## src/sts_pkg.sv

```systemverilog
// package: constants, types and register map of the scan trigger sequencer
package sts_pkg;
  localparam int CLK_HZ = 100_000_000;
  localparam int MS_PER_S = 1000;
  // one tick per millisecond drives all delay counters
  localparam int TICK_MS = 1;
  localparam int TICK_CYCLES = CLK_HZ / MS_PER_S * TICK_MS;
  localparam logic [31:0] TICK_LAST = 32'(TICK_CYCLES - 1);
  // longest timer / extra delay: 999999.999 s in ms
  localparam logic [31:0] TIMER_MAX_MS = 32'h3B9A_C9FF;
  // manual settle max: 99 h 99 min 99.999 s in ms
  localparam logic [31:0] SETTLE_MAX_MS = 32'h159A_653F;
  localparam logic [31:0] AVG_DELAY_RST_MS = 32'h0000_01F4;
  localparam logic [31:0] AUTO_DELAY_MS = 32'h0000_0001;
  localparam logic [31:0] COUNT_RST = 32'h0000_000A;
  localparam int LIST_DEPTH = 16;
  localparam int LIST_AW = 4;
  localparam logic [LIST_AW:0] LIST_LEN_RST = 5'h01;

  // byte addresses, aligned words
  localparam logic [7:0] ADDR_CTRL = 8'h00;
  localparam logic [7:0] ADDR_STATUS = 8'h04;
  localparam logic [7:0] ADDR_COUNT = 8'h08;
  localparam logic [7:0] ADDR_TIMER = 8'h0C;
  localparam logic [7:0] ADDR_SETTLE = 8'h10;
  localparam logic [7:0] ADDR_AVG = 8'h14;
  localparam logic [7:0] ADDR_LEN = 8'h18;
  localparam logic [7:0] ADDR_LIST = 8'h40;

  // control field positions
  localparam int CTRL_STEP_GO = 0;
  localparam int CTRL_SCAN_GO = 1;
  localparam int CTRL_STOP = 2;
  localparam int CTRL_SRC_LO = 3;
  localparam int CTRL_SRC_HI = 4;
  localparam int CTRL_MANUAL = 5;
  localparam int CTRL_AVG = 6;
  localparam int CTRL_FILT = 7;
  localparam int CTRL_ENDLESS = 8;
  localparam int CTRL_KEY = 9;

  localparam logic [1:0] RESP_OKAY = 2'h0;
  localparam logic [1:0] RESP_SLVERR = 2'h2;

  typedef enum logic [1:0] {
    STS_SRC_IMMEDIATE = 2'b00,
    STS_SRC_TIMER = 2'b01,
    STS_SRC_EXTERNAL = 2'b10
  } sts_src_t;

  typedef enum logic [3:0] {
    STS_IDLE = 4'b0000,
    STS_OPEN = 4'b0001,
    STS_BREAK = 4'b0010,
    STS_CLOSE = 4'b0011,
    STS_SOURCE = 4'b0100,
    STS_DELAY = 4'b0101,
    STS_AVG = 4'b0110,
    STS_MEAS = 4'b0111,
    STS_STORE = 4'b1000
  } sts_state_t;
endpackage : sts_pkg

```

## src/sts_down_timer.sv

```systemverilog
// file: millisecond down counter used for timer and delay stages
`timescale 1ns/1ps
module sts_down_timer
  import sts_pkg::*;
(
  input wire logic aclk, // system clock
  input wire logic aresetn, // sync reset, active low
  input wire logic tick, // 1 ms enable pulse
  input wire logic load, // start counting
  input wire logic [31:0] load_ms, // length in ms
  output logic done // high when expired
);
  logic [31:0] remain;
  always_ff @(posedge aclk)
  begin
    if (!aresetn)
    begin
      remain <= 32'h0000_0000;
    end
    else if (load)
    begin
      remain <= load_ms;
    end
    else if (tick && remain != 32'h0000_0000)
    begin
      remain <= remain - 32'h0000_0001;
    end
  end
  assign done = (remain == 32'h0000_0000) && !load;
endmodule : sts_down_timer

```

## src/sts_sequencer.sv

```systemverilog
// file: scan trigger sequencer top with its AXI4-Lite register slave
//
// Implementation choices: the AXI4-Lite interface to the registers and the register addresses.
`timescale 1ns/1ps
// Functional notes
// - start leaves idle, closes first, waits source
// - step: pulse out, swap channel, rewait
// - scan: swap channels freely, pulse at end
// - each further pass waits fresh trigger
// - scan done: idle with first channel closed
// - idle reaches control source only after open, break and close
// - three sources, block until event
// - immediate source passes at once
// - timer source bypasses wait first pass
// - later passes wait max(timer, delay)
// - timer to 999999.999 s, reset at end
// - timer spacing per channel or per pass
// - external or key trigger advances once
// - settle delay auto or manual, bounded
// - averaging adds extra delay after settle
// - measure, plus repeat filter when enabled
// - step count from reading count
// - step leaves last closed, resumes next
// - endless count runs until stopped
// - scan sample count equals list length
// - passes equal count over length, rounded up
// - channel id: slot digit, two channel digits
module sts_sequencer
  import sts_pkg::*;
(
  input wire logic aclk, // system clock
  input wire logic aresetn, // sync reset, active low
  input wire logic [7:0] s_axil_awaddr, // write address
  input wire logic s_axil_awvalid, // write address valid
  output logic s_axil_awready, // write address ready
  input wire logic [31:0] s_axil_wdata, // write data
  input wire logic [3:0] s_axil_wstrb, // write strobes
  input wire logic s_axil_wvalid, // write data valid
  output logic s_axil_wready, // write data ready
  output logic [1:0] s_axil_bresp, // write response
  output logic s_axil_bvalid, // write response valid
  input wire logic s_axil_bready, // write response ready
  input wire logic [7:0] s_axil_araddr, // read address
  input wire logic s_axil_arvalid, // read address valid
  output logic s_axil_arready, // read address ready
  output logic [31:0] s_axil_rdata, // read data
  output logic [1:0] s_axil_rresp, // read response
  output logic s_axil_rvalid, // read data valid
  input wire logic s_axil_rready, // read data ready
  input wire logic ext_trigger_in, // external trigger pulse
  output logic trigger_out, // output trigger pulse
  output logic [11:0] relay_close_id, // channel to close, bcd
  output logic relay_close, // close request, level
  input wire logic relay_open_ack, // all relays open
  output logic meas_start, // measurement start pulse
  output logic meas_filter, // repeat filter with measurement
  input wire logic meas_done // reading stored pulse
);
  import sts_pkg::*;

  sts_state_t state;
  logic [31:0] ctrl;
  logic [31:0] rd_count;
  logic [31:0] timer_ms;
  logic [31:0] settle_ms;
  logic [31:0] avg_ms;
  logic [LIST_AW:0] list_len;
  logic [11:0] list_mem [LIST_DEPTH];
  logic [LIST_AW-1:0] ptr;
  logic [LIST_AW:0] samples_left;
  logic [31:0] manual_trigger_key_left;
  logic first_pass;
  logic scan_mode;
  logic key_pulse;
  logic step_go;
  logic scan_go;
  logic stop_req;
  logic [31:0] tick_cnt;
  logic tick;
  logic wait_load;
  logic [31:0] wait_ms;
  logic wait_done;
  logic avg_load;
  logic avg_done;
  logic aw_held;
  logic w_held;
  logic [7:0] aw_addr;
  logic [31:0] w_data;
  logic [3:0] w_strb;
  logic wr_fire;
  logic [31:0] next_wval;
  logic [31:0] settle_eff;
  logic [31:0] passes;
  sts_src_t src;

  assign src = sts_src_t'(ctrl[CTRL_SRC_HI:CTRL_SRC_LO]);

  // write channel: address and data taken in either order
  assign s_axil_awready = !aw_held && !s_axil_bvalid;
  assign s_axil_wready = !w_held && !s_axil_bvalid;
  assign wr_fire = aw_held && w_held && !s_axil_bvalid;

  always_ff @(posedge aclk)
  begin
    if (!aresetn)
    begin
      aw_held <= 1'b0;
      w_held <= 1'b0;
      aw_addr <= 8'h00;
      w_data <= 32'h0000_0000;
      w_strb <= 4'h0;
      s_axil_bvalid <= 1'b0;
      s_axil_bresp <= RESP_OKAY;
    end
    else
    begin
      if (s_axil_awvalid && s_axil_awready)
      begin
        aw_held <= 1'b1;
        aw_addr <= s_axil_awaddr;
      end
      if (s_axil_wvalid && s_axil_wready)
      begin
        w_held <= 1'b1;
        w_data <= s_axil_wdata;
        w_strb <= s_axil_wstrb;
      end
      if (wr_fire)
      begin
        aw_held <= 1'b0;
        w_held <= 1'b0;
        s_axil_bvalid <= 1'b1;
        if (aw_addr <= ADDR_LEN || (aw_addr >= ADDR_LIST &&
            aw_addr < ADDR_LIST + 8'(LIST_DEPTH * 4)))
          s_axil_bresp <= RESP_OKAY;
        else
          s_axil_bresp <= RESP_SLVERR;
      end
      else if (s_axil_bvalid && s_axil_bready)
      begin
        s_axil_bvalid <= 1'b0;
      end
    end
  end

  function automatic logic [31:0] merge(input logic [31:0] old,
                                        input logic [31:0] nw,
                                        input logic [3:0] strb);
    logic [31:0] r;
    r = old;
    for (int i = 0; i < 4; i++)
      if (strb[i])
        r[i*8 +: 8] = nw[i*8 +: 8];
    return r;
  endfunction : merge

  // strobes see only the bytes written now, not the stored control word
  assign next_wval = merge(32'h0000_0000, w_data, w_strb);

  // control strobes are self clearing; stored bits steer the sequencer
  always_ff @(posedge aclk)
  begin
    step_go <= 1'b0;
    scan_go <= 1'b0;
    stop_req <= 1'b0;
    key_pulse <= 1'b0;
    if (!aresetn)
    begin
      ctrl <= 32'h0000_0000;
      rd_count <= COUNT_RST;
      timer_ms <= 32'h0000_0000;
      settle_ms <= 32'h0000_0000;
      avg_ms <= AVG_DELAY_RST_MS;
      list_len <= LIST_LEN_RST;
    end
    else if (wr_fire)
    begin
      if (aw_addr == ADDR_CTRL)
      begin
        ctrl <= merge(ctrl, w_data, w_strb);
        step_go <= next_wval[CTRL_STEP_GO];
        scan_go <= next_wval[CTRL_SCAN_GO];
        stop_req <= next_wval[CTRL_STOP];
        key_pulse <= next_wval[CTRL_KEY];
      end
      else if (aw_addr == ADDR_COUNT)
        rd_count <= merge(rd_count, w_data, w_strb);
      else if (aw_addr == ADDR_TIMER)
        timer_ms <= (w_data > TIMER_MAX_MS) ? TIMER_MAX_MS : w_data;
      else if (aw_addr == ADDR_SETTLE)
        settle_ms <= (w_data > SETTLE_MAX_MS) ? SETTLE_MAX_MS : w_data;
      else if (aw_addr == ADDR_AVG)
        avg_ms <= (w_data > TIMER_MAX_MS) ? TIMER_MAX_MS : w_data;
      else if (aw_addr == ADDR_LEN)
        list_len <= (w_data[LIST_AW:0] == '0) ? LIST_LEN_RST :
                    (w_data[LIST_AW:0] > 5'(LIST_DEPTH)) ? 5'(LIST_DEPTH) :
                    w_data[LIST_AW:0];
    end
  end

  // list entries hold slot digit and two channel digits
  always_ff @(posedge aclk)
  begin
    if (wr_fire && aw_addr >= ADDR_LIST &&
        aw_addr < ADDR_LIST + 8'(LIST_DEPTH * 4))
      list_mem[aw_addr[LIST_AW+1:2]] <= w_data[11:0];
  end

  // read channel
  assign s_axil_arready = !s_axil_rvalid;
  always_ff @(posedge aclk)
  begin
    if (!aresetn)
    begin
      s_axil_rvalid <= 1'b0;
      s_axil_rdata <= 32'h0000_0000;
      s_axil_rresp <= RESP_OKAY;
    end
    else if (s_axil_arvalid && s_axil_arready)
    begin
      s_axil_rvalid <= 1'b1;
      s_axil_rresp <= RESP_OKAY;
      if (s_axil_araddr == ADDR_CTRL)
        s_axil_rdata <= ctrl & 32'h0000_01F8;
      else if (s_axil_araddr == ADDR_STATUS)
        s_axil_rdata <= {manual_trigger_key_left[15:0], 3'b000, samples_left,
                         ptr, state};
      else if (s_axil_araddr == ADDR_COUNT)
        s_axil_rdata <= rd_count;
      else if (s_axil_araddr == ADDR_TIMER)
        s_axil_rdata <= timer_ms;
      else if (s_axil_araddr == ADDR_SETTLE)
        s_axil_rdata <= settle_ms;
      else if (s_axil_araddr == ADDR_AVG)
        s_axil_rdata <= avg_ms;
      else if (s_axil_araddr == ADDR_LEN)
        s_axil_rdata <= 32'(list_len);
      else if (s_axil_araddr >= ADDR_LIST &&
               s_axil_araddr < ADDR_LIST + 8'(LIST_DEPTH * 4))
        s_axil_rdata <= 32'(list_mem[s_axil_araddr[LIST_AW+1:2]]);
      else
      begin
        s_axil_rdata <= 32'h0000_0000;
        s_axil_rresp <= RESP_SLVERR;
      end
    end
    else if (s_axil_rvalid && s_axil_rready)
    begin
      s_axil_rvalid <= 1'b0;
    end
  end

  // millisecond tick from one divider
  always_ff @(posedge aclk)
  begin
    if (!aresetn || tick_cnt == TICK_LAST)
      tick_cnt <= 32'h0000_0000;
    else
      tick_cnt <= tick_cnt + 32'h0000_0001;
  end
  assign tick = (tick_cnt == TICK_LAST);

  // auto delay is fixed, manual is user value
  assign settle_eff = ctrl[CTRL_MANUAL] ? settle_ms : AUTO_DELAY_MS;

  sts_down_timer u_wait (
    .aclk(aclk),
    .aresetn(aresetn),
    .tick(tick),
    .load(wait_load),
    .load_ms(wait_ms),
    .done(wait_done)
  );

  sts_down_timer u_avg (
    .aclk(aclk),
    .aresetn(aresetn),
    .tick(tick),
    .load(avg_load),
    .load_ms(avg_ms),
    .done(avg_done)
  );

  assign passes = (rd_count + 32'(list_len) - 32'h0000_0001) /
                  32'(list_len);

  function automatic logic [LIST_AW-1:0] wrap(input logic [LIST_AW-1:0] p,
                                              input logic [LIST_AW:0] n);
    return ((5'(p) + 5'h01) >= n) ? '0 : p + 1'b1;
  endfunction : wrap

  always_ff @(posedge aclk)
  begin
    wait_load <= 1'b0;
    avg_load <= 1'b0;
    meas_start <= 1'b0;
    trigger_out <= 1'b0;
    if (!aresetn)
    begin
      state <= STS_IDLE;
      ptr <= '0;
      samples_left <= '0;
      manual_trigger_key_left <= 32'h0000_0000;
      first_pass <= 1'b1;
      scan_mode <= 1'b0;
      relay_close <= 1'b0;
      relay_close_id <= 12'h000;
      meas_filter <= 1'b0;
      wait_ms <= 32'h0000_0000;
    end
    else if (stop_req && state != STS_IDLE)
    begin
      state <= STS_IDLE;
      first_pass <= 1'b1;
    end
    else
    begin
      case (state)
        STS_IDLE:
        begin
          if (step_go || scan_go)
          begin
            scan_mode <= scan_go;
            first_pass <= 1'b1;
            manual_trigger_key_left <= scan_go ? passes : rd_count;
            samples_left <= list_len;
            ptr <= scan_go ? '0 : ptr;
            state <= STS_OPEN;
          end
        end
        STS_OPEN:
        begin
          relay_close <= 1'b0;
          state <= STS_BREAK;
        end
        STS_BREAK:
        begin
          if (relay_open_ack)
            state <= STS_CLOSE;
        end
        STS_CLOSE:
        begin
          relay_close <= 1'b1;
          relay_close_id <= list_mem[ptr];
          // inside a pass, skip the source
          if (scan_mode && samples_left != 5'(list_len))
          begin
            wait_ms <= settle_eff;
            wait_load <= 1'b1;
            state <= STS_DELAY;
          end
          else
            state <= STS_SOURCE;
        end
        STS_SOURCE:
        begin
          if (src != STS_SRC_EXTERNAL || ext_trigger_in || key_pulse)
          begin
            // later: larger of timer and delay
            // source reached per channel or pass
            if (src == STS_SRC_TIMER && !first_pass &&
                timer_ms > settle_eff)
              wait_ms <= timer_ms;
            else
              wait_ms <= settle_eff;
            wait_load <= 1'b1;
            first_pass <= 1'b0;
            state <= STS_DELAY;
          end
        end
        STS_DELAY:
        begin
          if (wait_done)
          begin
            avg_load <= ctrl[CTRL_AVG];
            state <= ctrl[CTRL_AVG] ? STS_AVG : STS_MEAS;
            meas_start <= !ctrl[CTRL_AVG];
            meas_filter <= ctrl[CTRL_FILT];
          end
        end
        STS_AVG:
        begin
          if (avg_done && !avg_load)
          begin
            meas_start <= 1'b1;
            state <= STS_MEAS;
          end
        end
        STS_MEAS:
        begin
          if (meas_done)
            state <= STS_STORE;
        end
        default:
        begin
          ptr <= wrap(ptr, list_len);
          state <= STS_OPEN;
          if (!scan_mode)
          begin
            trigger_out <= 1'b1;
            if (!ctrl[CTRL_ENDLESS])
              manual_trigger_key_left <= manual_trigger_key_left - 32'h0000_0001;
            if (!ctrl[CTRL_ENDLESS] && manual_trigger_key_left <= 32'h0000_0001)
            begin
              ptr <= wrap(ptr, list_len);
              state <= STS_IDLE;
            end
          end
          else if (samples_left <= 5'h01)
          begin
            trigger_out <= 1'b1;
            samples_left <= list_len;
            ptr <= '0;
            if (!ctrl[CTRL_ENDLESS])
              manual_trigger_key_left <= manual_trigger_key_left - 32'h0000_0001;
            if (!ctrl[CTRL_ENDLESS] && manual_trigger_key_left <= 32'h0000_0001)
              manual_trigger_key_left <= 32'h0000_0000;
          end
          else
            samples_left <= samples_left - 5'h01;
        end
      endcase
      // final scan pass returns first channel then idles
      // endless runs never end here, even with a zero pass count
      if (state == STS_CLOSE && scan_mode && !ctrl[CTRL_ENDLESS] &&
          manual_trigger_key_left == 32'h0000_0000)
        state <= STS_IDLE;
    end
  end
endmodule : sts_sequencer

```

## config.mk

```make
export PLATFORM = sky130hd
export DESIGN_NAME = sts_sequencer
export DESIGN_NICKNAME = d
export VERILOG_FILES = /design/src/sts_pkg.sv /design/src/sts_down_timer.sv /design/src/sts_sequencer.sv
export SDC_FILE = /design/constraint.sdc
export NUM_CORES = 2
export LEC_CHECK = 0
export ABC_AREA = 1
export BUFFER_PORTS_ARGS = -buffer_cell sky130_fd_sc_hd__buf_2
export CORE_ASPECT_RATIO = 0.5
export CORE_MARGIN = 4
export CORE_UTILIZATION = 40
export DETAILED_ROUTE_END_ITERATION = 12
export HOLD_SLACK_MARGIN = 0.12
export SKIP_LAST_GASP = 1
export SYNTH_ARGS = -nofsm -noshare
export SYNTH_HDL_FRONTEND = slang
export SYNTH_SLANG_ARGS = --single-unit
```

## constraint.sdc

```tcl
create_clock -name aclk -period 70.4 [get_ports aclk]
set_input_delay 3.52 -clock aclk [delete_from_list [all_inputs] [get_ports aclk]]
set_output_delay 3.52 -clock aclk [all_outputs]
set_load 0.005 [all_outputs]
```

Word-level counts from Yosys, hierarchy flattened
Memory sizes are Yosys's and may differ from the RTL's. A register that Yosys moved wholly into a read port is not among the register bits. Cells that the tools add are included.

Register bits: 411. Bits in writable memories: 192. Output and inout bits: 57. Input port bits: 62. Memories kept: 1.

Equality and inequality tests: 31. Reductions and logical operators: 88. Div/mod/pow operators: 1. Mux-type cells: 76. Add/sub/neg operators: 9. $lt $le $gt $ge: 12. Bitwise gates (word level): 10.

Memory list: list_mem (words 16, width 12, rd ports 2, clocked after memory_dff 1, wr ports 1, line sts_sequencer.sv:68) `logic [11:0] list_mem [LIST_DEPTH];`.

Operators with widths (count): 32-bit 2-to-1 mux (22); 32-bit case mux with 2 select lines (2); 32-bit by 1-bit subtractor with 32-bit output, second input constant (4); 32-bit zero test (3); 32-bit nonzero test (2); 8-bit by 5-bit equality test with 1-bit output, second input constant (6); 4-bit 2-to-1 mux (11); 4-bit AND reduction (11); 32-bit by 1-bit adder with 32-bit output, second input constant (1); 32-bit by 5-bit adder with 32-bit output (1); 32-bit by 5-bit divider with 32-bit output (1); 32-bit by 17-bit equality test with 1-bit output, second input constant (1); 8-bit by 4-bit equality test with 1-bit output, second input constant (4); 32-bit by 29-bit greater-than comparator with 1-bit output, second input constant (1); 32-bit by 30-bit greater-than comparator with 1-bit output, second input constant (1); 32-bit greater-than comparator (1); 32-bit by 1-bit <= comparator with 1-bit output, second input constant (1); 4-bit case mux with 8 select lines (1); 1-bit logical AND (26); 5-bit 2-to-1 mux (5); 12-bit 2-to-1 mux (2); 1-bit 2-to-1 mux (18); 2-bit 2-to-1 mux (9); 4-bit by 3-bit equality test with 1-bit output, second input constant (4); other kinds (38) (89).

Depth between registers and ports, before layout
Depth in word-level cells: 10. Depth in mapped cells: 423. Gate-level depth less buffers: 401.

By module
Synthesis repeated with hierarchy kept, for this count alone.

Cell total of the unflattened synthesis: 8963. Area, all modules: 58491.1 µm².

Modules (own cells, without submodules): sts_sequencer (cells each 8113, sequential area each 12852.3 µm², area each 53651.5 µm², times used 1); sts_down_timer (cells each 425, sequential area each 640.6 µm², area each 2419.8 µm², times used 2).

Worst setup path before layout
Ideal clock, no wire load.

Path type: register to register. From: register list_len[1]. To: register manual_trigger_key_left[0]. Library setup time: 119 ps. Cell stages (with the launch flop): 407. Slack: 15655 ps. Arrival: 54626 ps. Path through: dfxtp_1 > inv_1 > ha_1 > inv_1 > ha_1 > inv_1 > fa_1 > inv_1 > nand2_1 > nand3_2 > nand2_1 > nand2_2 > nand2_1 > nand3_1 > nand2_1 > ha_1 > nor2_1 > nor3_1 > [... 371 more ...] > nand2_2 > nor2_4 > nand2_1 > clkinv_1 > o21ai_0 > ha_1 > a21oi_1 > o2111ai_1 > a21oi_1 > nand2_1 > nor2_1 > nand2_1 > nor2_2 > nand2_1 > nor2_1 > nand2_1 > nand2_1 > a21oi_1.

Longest elaborated chain between the ends: 6.

RTL lines: from (decl) (line sts_sequencer.sv:67) `logic [LIST_AW:0] list_len;`; from (signal assigned) (line sts_sequencer.sv:195) `list_len <= (w_data[LIST_AW:0] == '0) ? LIST_LEN_RST :`; 32-bit by 5-bit adder with 32-bit output (line sts_sequencer.sv:284) `assign passes = (rd_count + 32'(list_len) - 32'h0000_0001) /`; 32-bit by 1-bit subtractor with 32-bit output (line sts_sequencer.sv:284); 32-bit by 5-bit divider with 32-bit output * (line sts_sequencer.sv:284); 32-bit 2-to-1 mux * (line sts_sequencer.sv:325) `manual_trigger_key_left <= scan_go ? passes : rd_count;`; 32-bit 2-to-1 mux * (line sts_sequencer.sv:321) `if (step_go || scan_go)`; 32-bit case mux with 2 select lines * (line sts_sequencer.sv:318) `case (state)`; to (signal assigned) (line sts_sequencer.sv:325); to (signal assigned) (line sts_sequencer.sv:402) `manual_trigger_key_left <= manual_trigger_key_left - 32'h0000_0001;`; to (signal assigned) (line sts_sequencer.sv:415) `manual_trigger_key_left <= manual_trigger_key_left - 32'h0000_0001;`; to (decl) (line sts_sequencer.sv:71) `logic [31:0] manual_trigger_key_left;`.

Every way passes the cells marked *; elsewhere a longest branch is shown, timed or not. The select of a mux whose other input is x is not followed. A chain may end at the register's enable or synchronous reset.

Final worst setup path
From: register list_len[0]. To: register manual_trigger_key_left[0].

Same word-level chain as after synthesis.

==> results <==
- The number of core rows is 99.
- After synthesis, the largest family of logic cells by area is simple AND/OR/NAND/NOR gates.
- The number of port buffers is between 100 and 150.
- Across every metal layer, demand over resource in global routing totals 28.28%.
- The initial detailed-routing violation count is between 6k and 7k.
- Clock latency on the worst-skew pair, taken at its later pin, is just over 0.7 ns.
- Data on the critical path is required at its endpoint by about 70 ns.
- After detailed routing, the number of remaining DRC violations is 0.
- After Yosys synthesis, XOR and XNOR cells account for 3.275% of the synthesized area.
- The number of primary I/O pins is 119.
- A synthesized cell averages around 6.5 sq um.
- The first global-routing pass estimated 339,600 um of wire.
- The clock arrives with about 0.063 ns of skew.
- The count of nets left with antenna violations once routing finished came out at 0.
- The tree built by TritonCTS fans out to ~600 sinks.
- The maximum cell stage delay along the critical path is around 0.58 ns.
- Summed over all nets, the half-perimeter wirelength after detailed placement is ~180,000 um.
- The layout has around 16k filler cells.
- The Yosys step of the flow raised 0 warnings.
- Cells with a size suffix above 1 make up ~14% of the layout.
- In this run the worst hold path is classified as flip-flop to flip-flop.
- The hold violation total from the final report is 0.
- The share of async-settable or async-resettable flops after synthesis is 0%.
- The post-synthesis adder-cell area fraction is under 10%.
- The number of buffers inserted by post-CTS setup repair is 0.
- The setup total negative slack is 0 ns.
- Sequential elements use approximately a quarter of the synthesized area.
- The TritonCTS clock tree is yes.
- From bottom edge to top edge, the die measures about 280 um.
- Across all layers, the routed design uses a little over 60k vias.
- The number of flops mapped to enable cells by yosys is between 150 and 200.
- The flow ran to the end, and the final reports show no timing, DRC or antenna violations.
- The number of global-route vias before repair is between 50k and 60k.
- The number of buffers on the longest clock path is 3.
- The die footprint is 153,600 sq um.
- The count of mapped cells out of synthesis is between 8k and 9k.
- The H-tree was split into 2 levels.
- The kind of capture point of the worst setup path is a flip-flop.
- The final critical-path share of the clock period is between 90% and 100%.
- At the worst endpoint, the arrival time is around 64 ns.
- CTS placed an instance of sky130_fd_sc_hd__clkbuf_16 at the clock tree root.
- The synthesized netlist devotes 39.10% of its cell area to simple gates.
- The total overflow left after global routing is 0.
- The number of antenna violations at the first check in global routing is 16.
- After detailed routing, the average wire length per cell comes to ~21 um.
- Dividing the detail-routed via count by the number of cells gives between 5 and 6.
- After detailed routing, the total wire length is 227,200 um.
- The synthesized netlist devotes between 10% and 20% of its cell area to compound gates.
- The library cells used most frequently in the layout, excluding fill and tap cells, are sky130_fd_sc_hd__nand2_1 (1,828), sky130_fd_sc_hd__inv_1 (1,096), sky130_fd_sc_hd__nor2_1 (960).
- The congestion estimate from routability-driven global placement came to about 1.0.
- After synthesis the netlist holds a flip-flop and latch count of between 600 and 700.
- The most common cell type on the critical path is sky130_fd_sc_hd__nand2_1.
- The pin count of the biggest net entering global routing is 90.
- Once the floorplan was initialized, standard cells occupied 40.30% of the core.
- The number of nets in the layout is between 9k and 10k.
- The final setup violation count is 0.
- The count of pins over their slew limit was 0.
- The master of the slowest instance on the critical path is sky130_fd_sc_hd__dfxtp_1.
- The mapped netlist covers between 50,000 and 60,000 sq um.
- The number of gates resized after CTS was 0.
- After clock tree synthesis, the clock-pin slew on the worst setup and hold paths is ~0.070 ns.
- In this run the standard cell core region covers roughly 150,000 sq um.
- The die outline width is 550.2 um.
- In the synthesized netlist the dominant register cell turns out to be sky130_fd_sc_hd__dfxtp_1.
- The number of buffers created by CTS is 59.
- The first TritonRoute pass finished after 8 iterations.
- The post-synthesis cell type count is just under 90.
- Along the worst path, the maximum fanout reaches 40.
- The critical path class is flip-flop to flip-flop.
- Compared with the post-synthesis result, the final layout area differs by 7.412%.
- Max-cap violations in this run came to 0.
- STA classifies the critical path startpoint as a flip-flop.
- Setup repair after global routing left no endpoint under its margin.
- The worst pin sits at a relative slew slack of 19.42%.
- The time the worst path needs with I/O delays and setup is 63.61 ns.
- For the pin with the worst max-slew slack, the measured transition is between 1 and 1.5 ns.
- The post-synthesis mux area share is 0%.
- The most common cell after layout, fill and taps aside is sky130_fd_sc_hd__nand2_1.
- The achievable frequency is around 16 MHz.
- The post-cts hold buffer count is 0.
cells by family (layout without fill, tap and decap cells):
family / count (synthesis) / after routing
AO/OA/AOI/OAI: 1806 / 1806
XOR/XNOR: 219 / 219
adder cells (fa/ha/maj): 232 / 232
buffers and inverters: 1530 / 1549
flip-flops: 610 / 610
other: 1 / 3
AND/OR/NAND/NOR: 4588 / 4590
path summary, 6_finish.rpt:
kind / start / endpoint / slack, ns / cells after the start
worst max-delay path: list_len[0] / manual_trigger_key_left[0] / 6.79 / 380
worst min-delay path: s_axil_rdata[16] / s_axil_rdata[16] / 0.46 / 2
worst max register to register: list_len[0] / manual_trigger_key_left[0] / 6.79 / 380
worst min register to register: s_axil_rdata[16] / s_axil_rdata[16] / 0.46 / 2
metal layers:
| layer | routed length (um) | track usage, % | vias up |
|---|---|---|---|
| met2 | 90300 | 40.43 | 2646 |
| met4 | 5983 | 6.843 | 16 |
| met1 | 106800 | 42.44 | 28500 |
| li1 | - | - | 29990 |
| met3 | 24050 | 6.405 | 344 |
| met5 | 106 | 0 | - |
stage by stage:
stage / std cells / setup slack, ns / cell area (sq um) / hold WS, ns / utilization (%)
CTS: 10980 / 5.309 / 63090 / 0.4630 / 43.24
global placement: 10860 / 7.262 / 60950 / 0.4446 / 41.77
global route: 10980 / 0.1129 / 63150 / 0.4753 / 43.28
finish: 10980 / 6.789 / 63160 / 0.4610 / 43.28
detailed placement: 10860 / 5.480 / 60950 / 0.4529 / 41.77
floorplan: 8987 / 15.65 / 58800 / 0.4295 / -
Yosys cell counts, drive strengths merged (45+ instances only):
library cell	n	share of area, %
nor3	108	0.96
nand3	795	9.0
edfxtp	192	9.8
dfxtp	418	14
clkbuf	218	1.5
ha	231	4.9
nor2	1183	9.3
inv	1196	7.7
clkinv	45	0.34
xnor2	73	1.1
a21oi	593	5.1
or2	47	0.50
buf	63	1.1
o211ai	93	1.2
a22oi	87	1.1
o21ai	756	6.8
a31oi	66	0.70
xor2	146	2.2
nand4	267	3.0
nand2	2098	15
state kept, by name, summed over array words and instances, names as in the netlist, 5 cells and up:
name	cells
avg_ms	32
aw_addr	8
ctrl	6
list_len	5
list_mem	192
manual_trigger_key_left	32
rd_count	32
relay_close_id	12
s_axil_rdata	32
samples_left	5
settle_ms	32
tick_cnt	32
timer_ms	32
u_avg.remain	32
u_wait.remain	32
w_data	32
wait_ms	32
layout make-up:
cell class	instances	area [sq um]	share of cell area, %
sequential	610	14140	22.38
clock inverter	32	442.9	0.7013
tap	1969	2464	3.901
antenna	1	2.502	0.003962
multi-input combinational	6849	38420	60.84
inverter	1248	4856	7.689
clock buffer	80	1699	2.690
timing repair buffer	189	1135	1.797
critical path, delay by kind of cell, from the launching register on:
| family | cells | cell delay, ns |
|---|---|---|
| simple gates | 191 | 27.35 |
| compound gates | 91 | 17.63 |
| fa+ha+maj | 35 | 11.33 |
| buf+inv | 63 | 6.39 |
| flops | 1 | 0.58 |
Power is left out: the tool's default activity adds up to more than one toggle a clock period on the data nets, which glitch-free logic cannot reach.
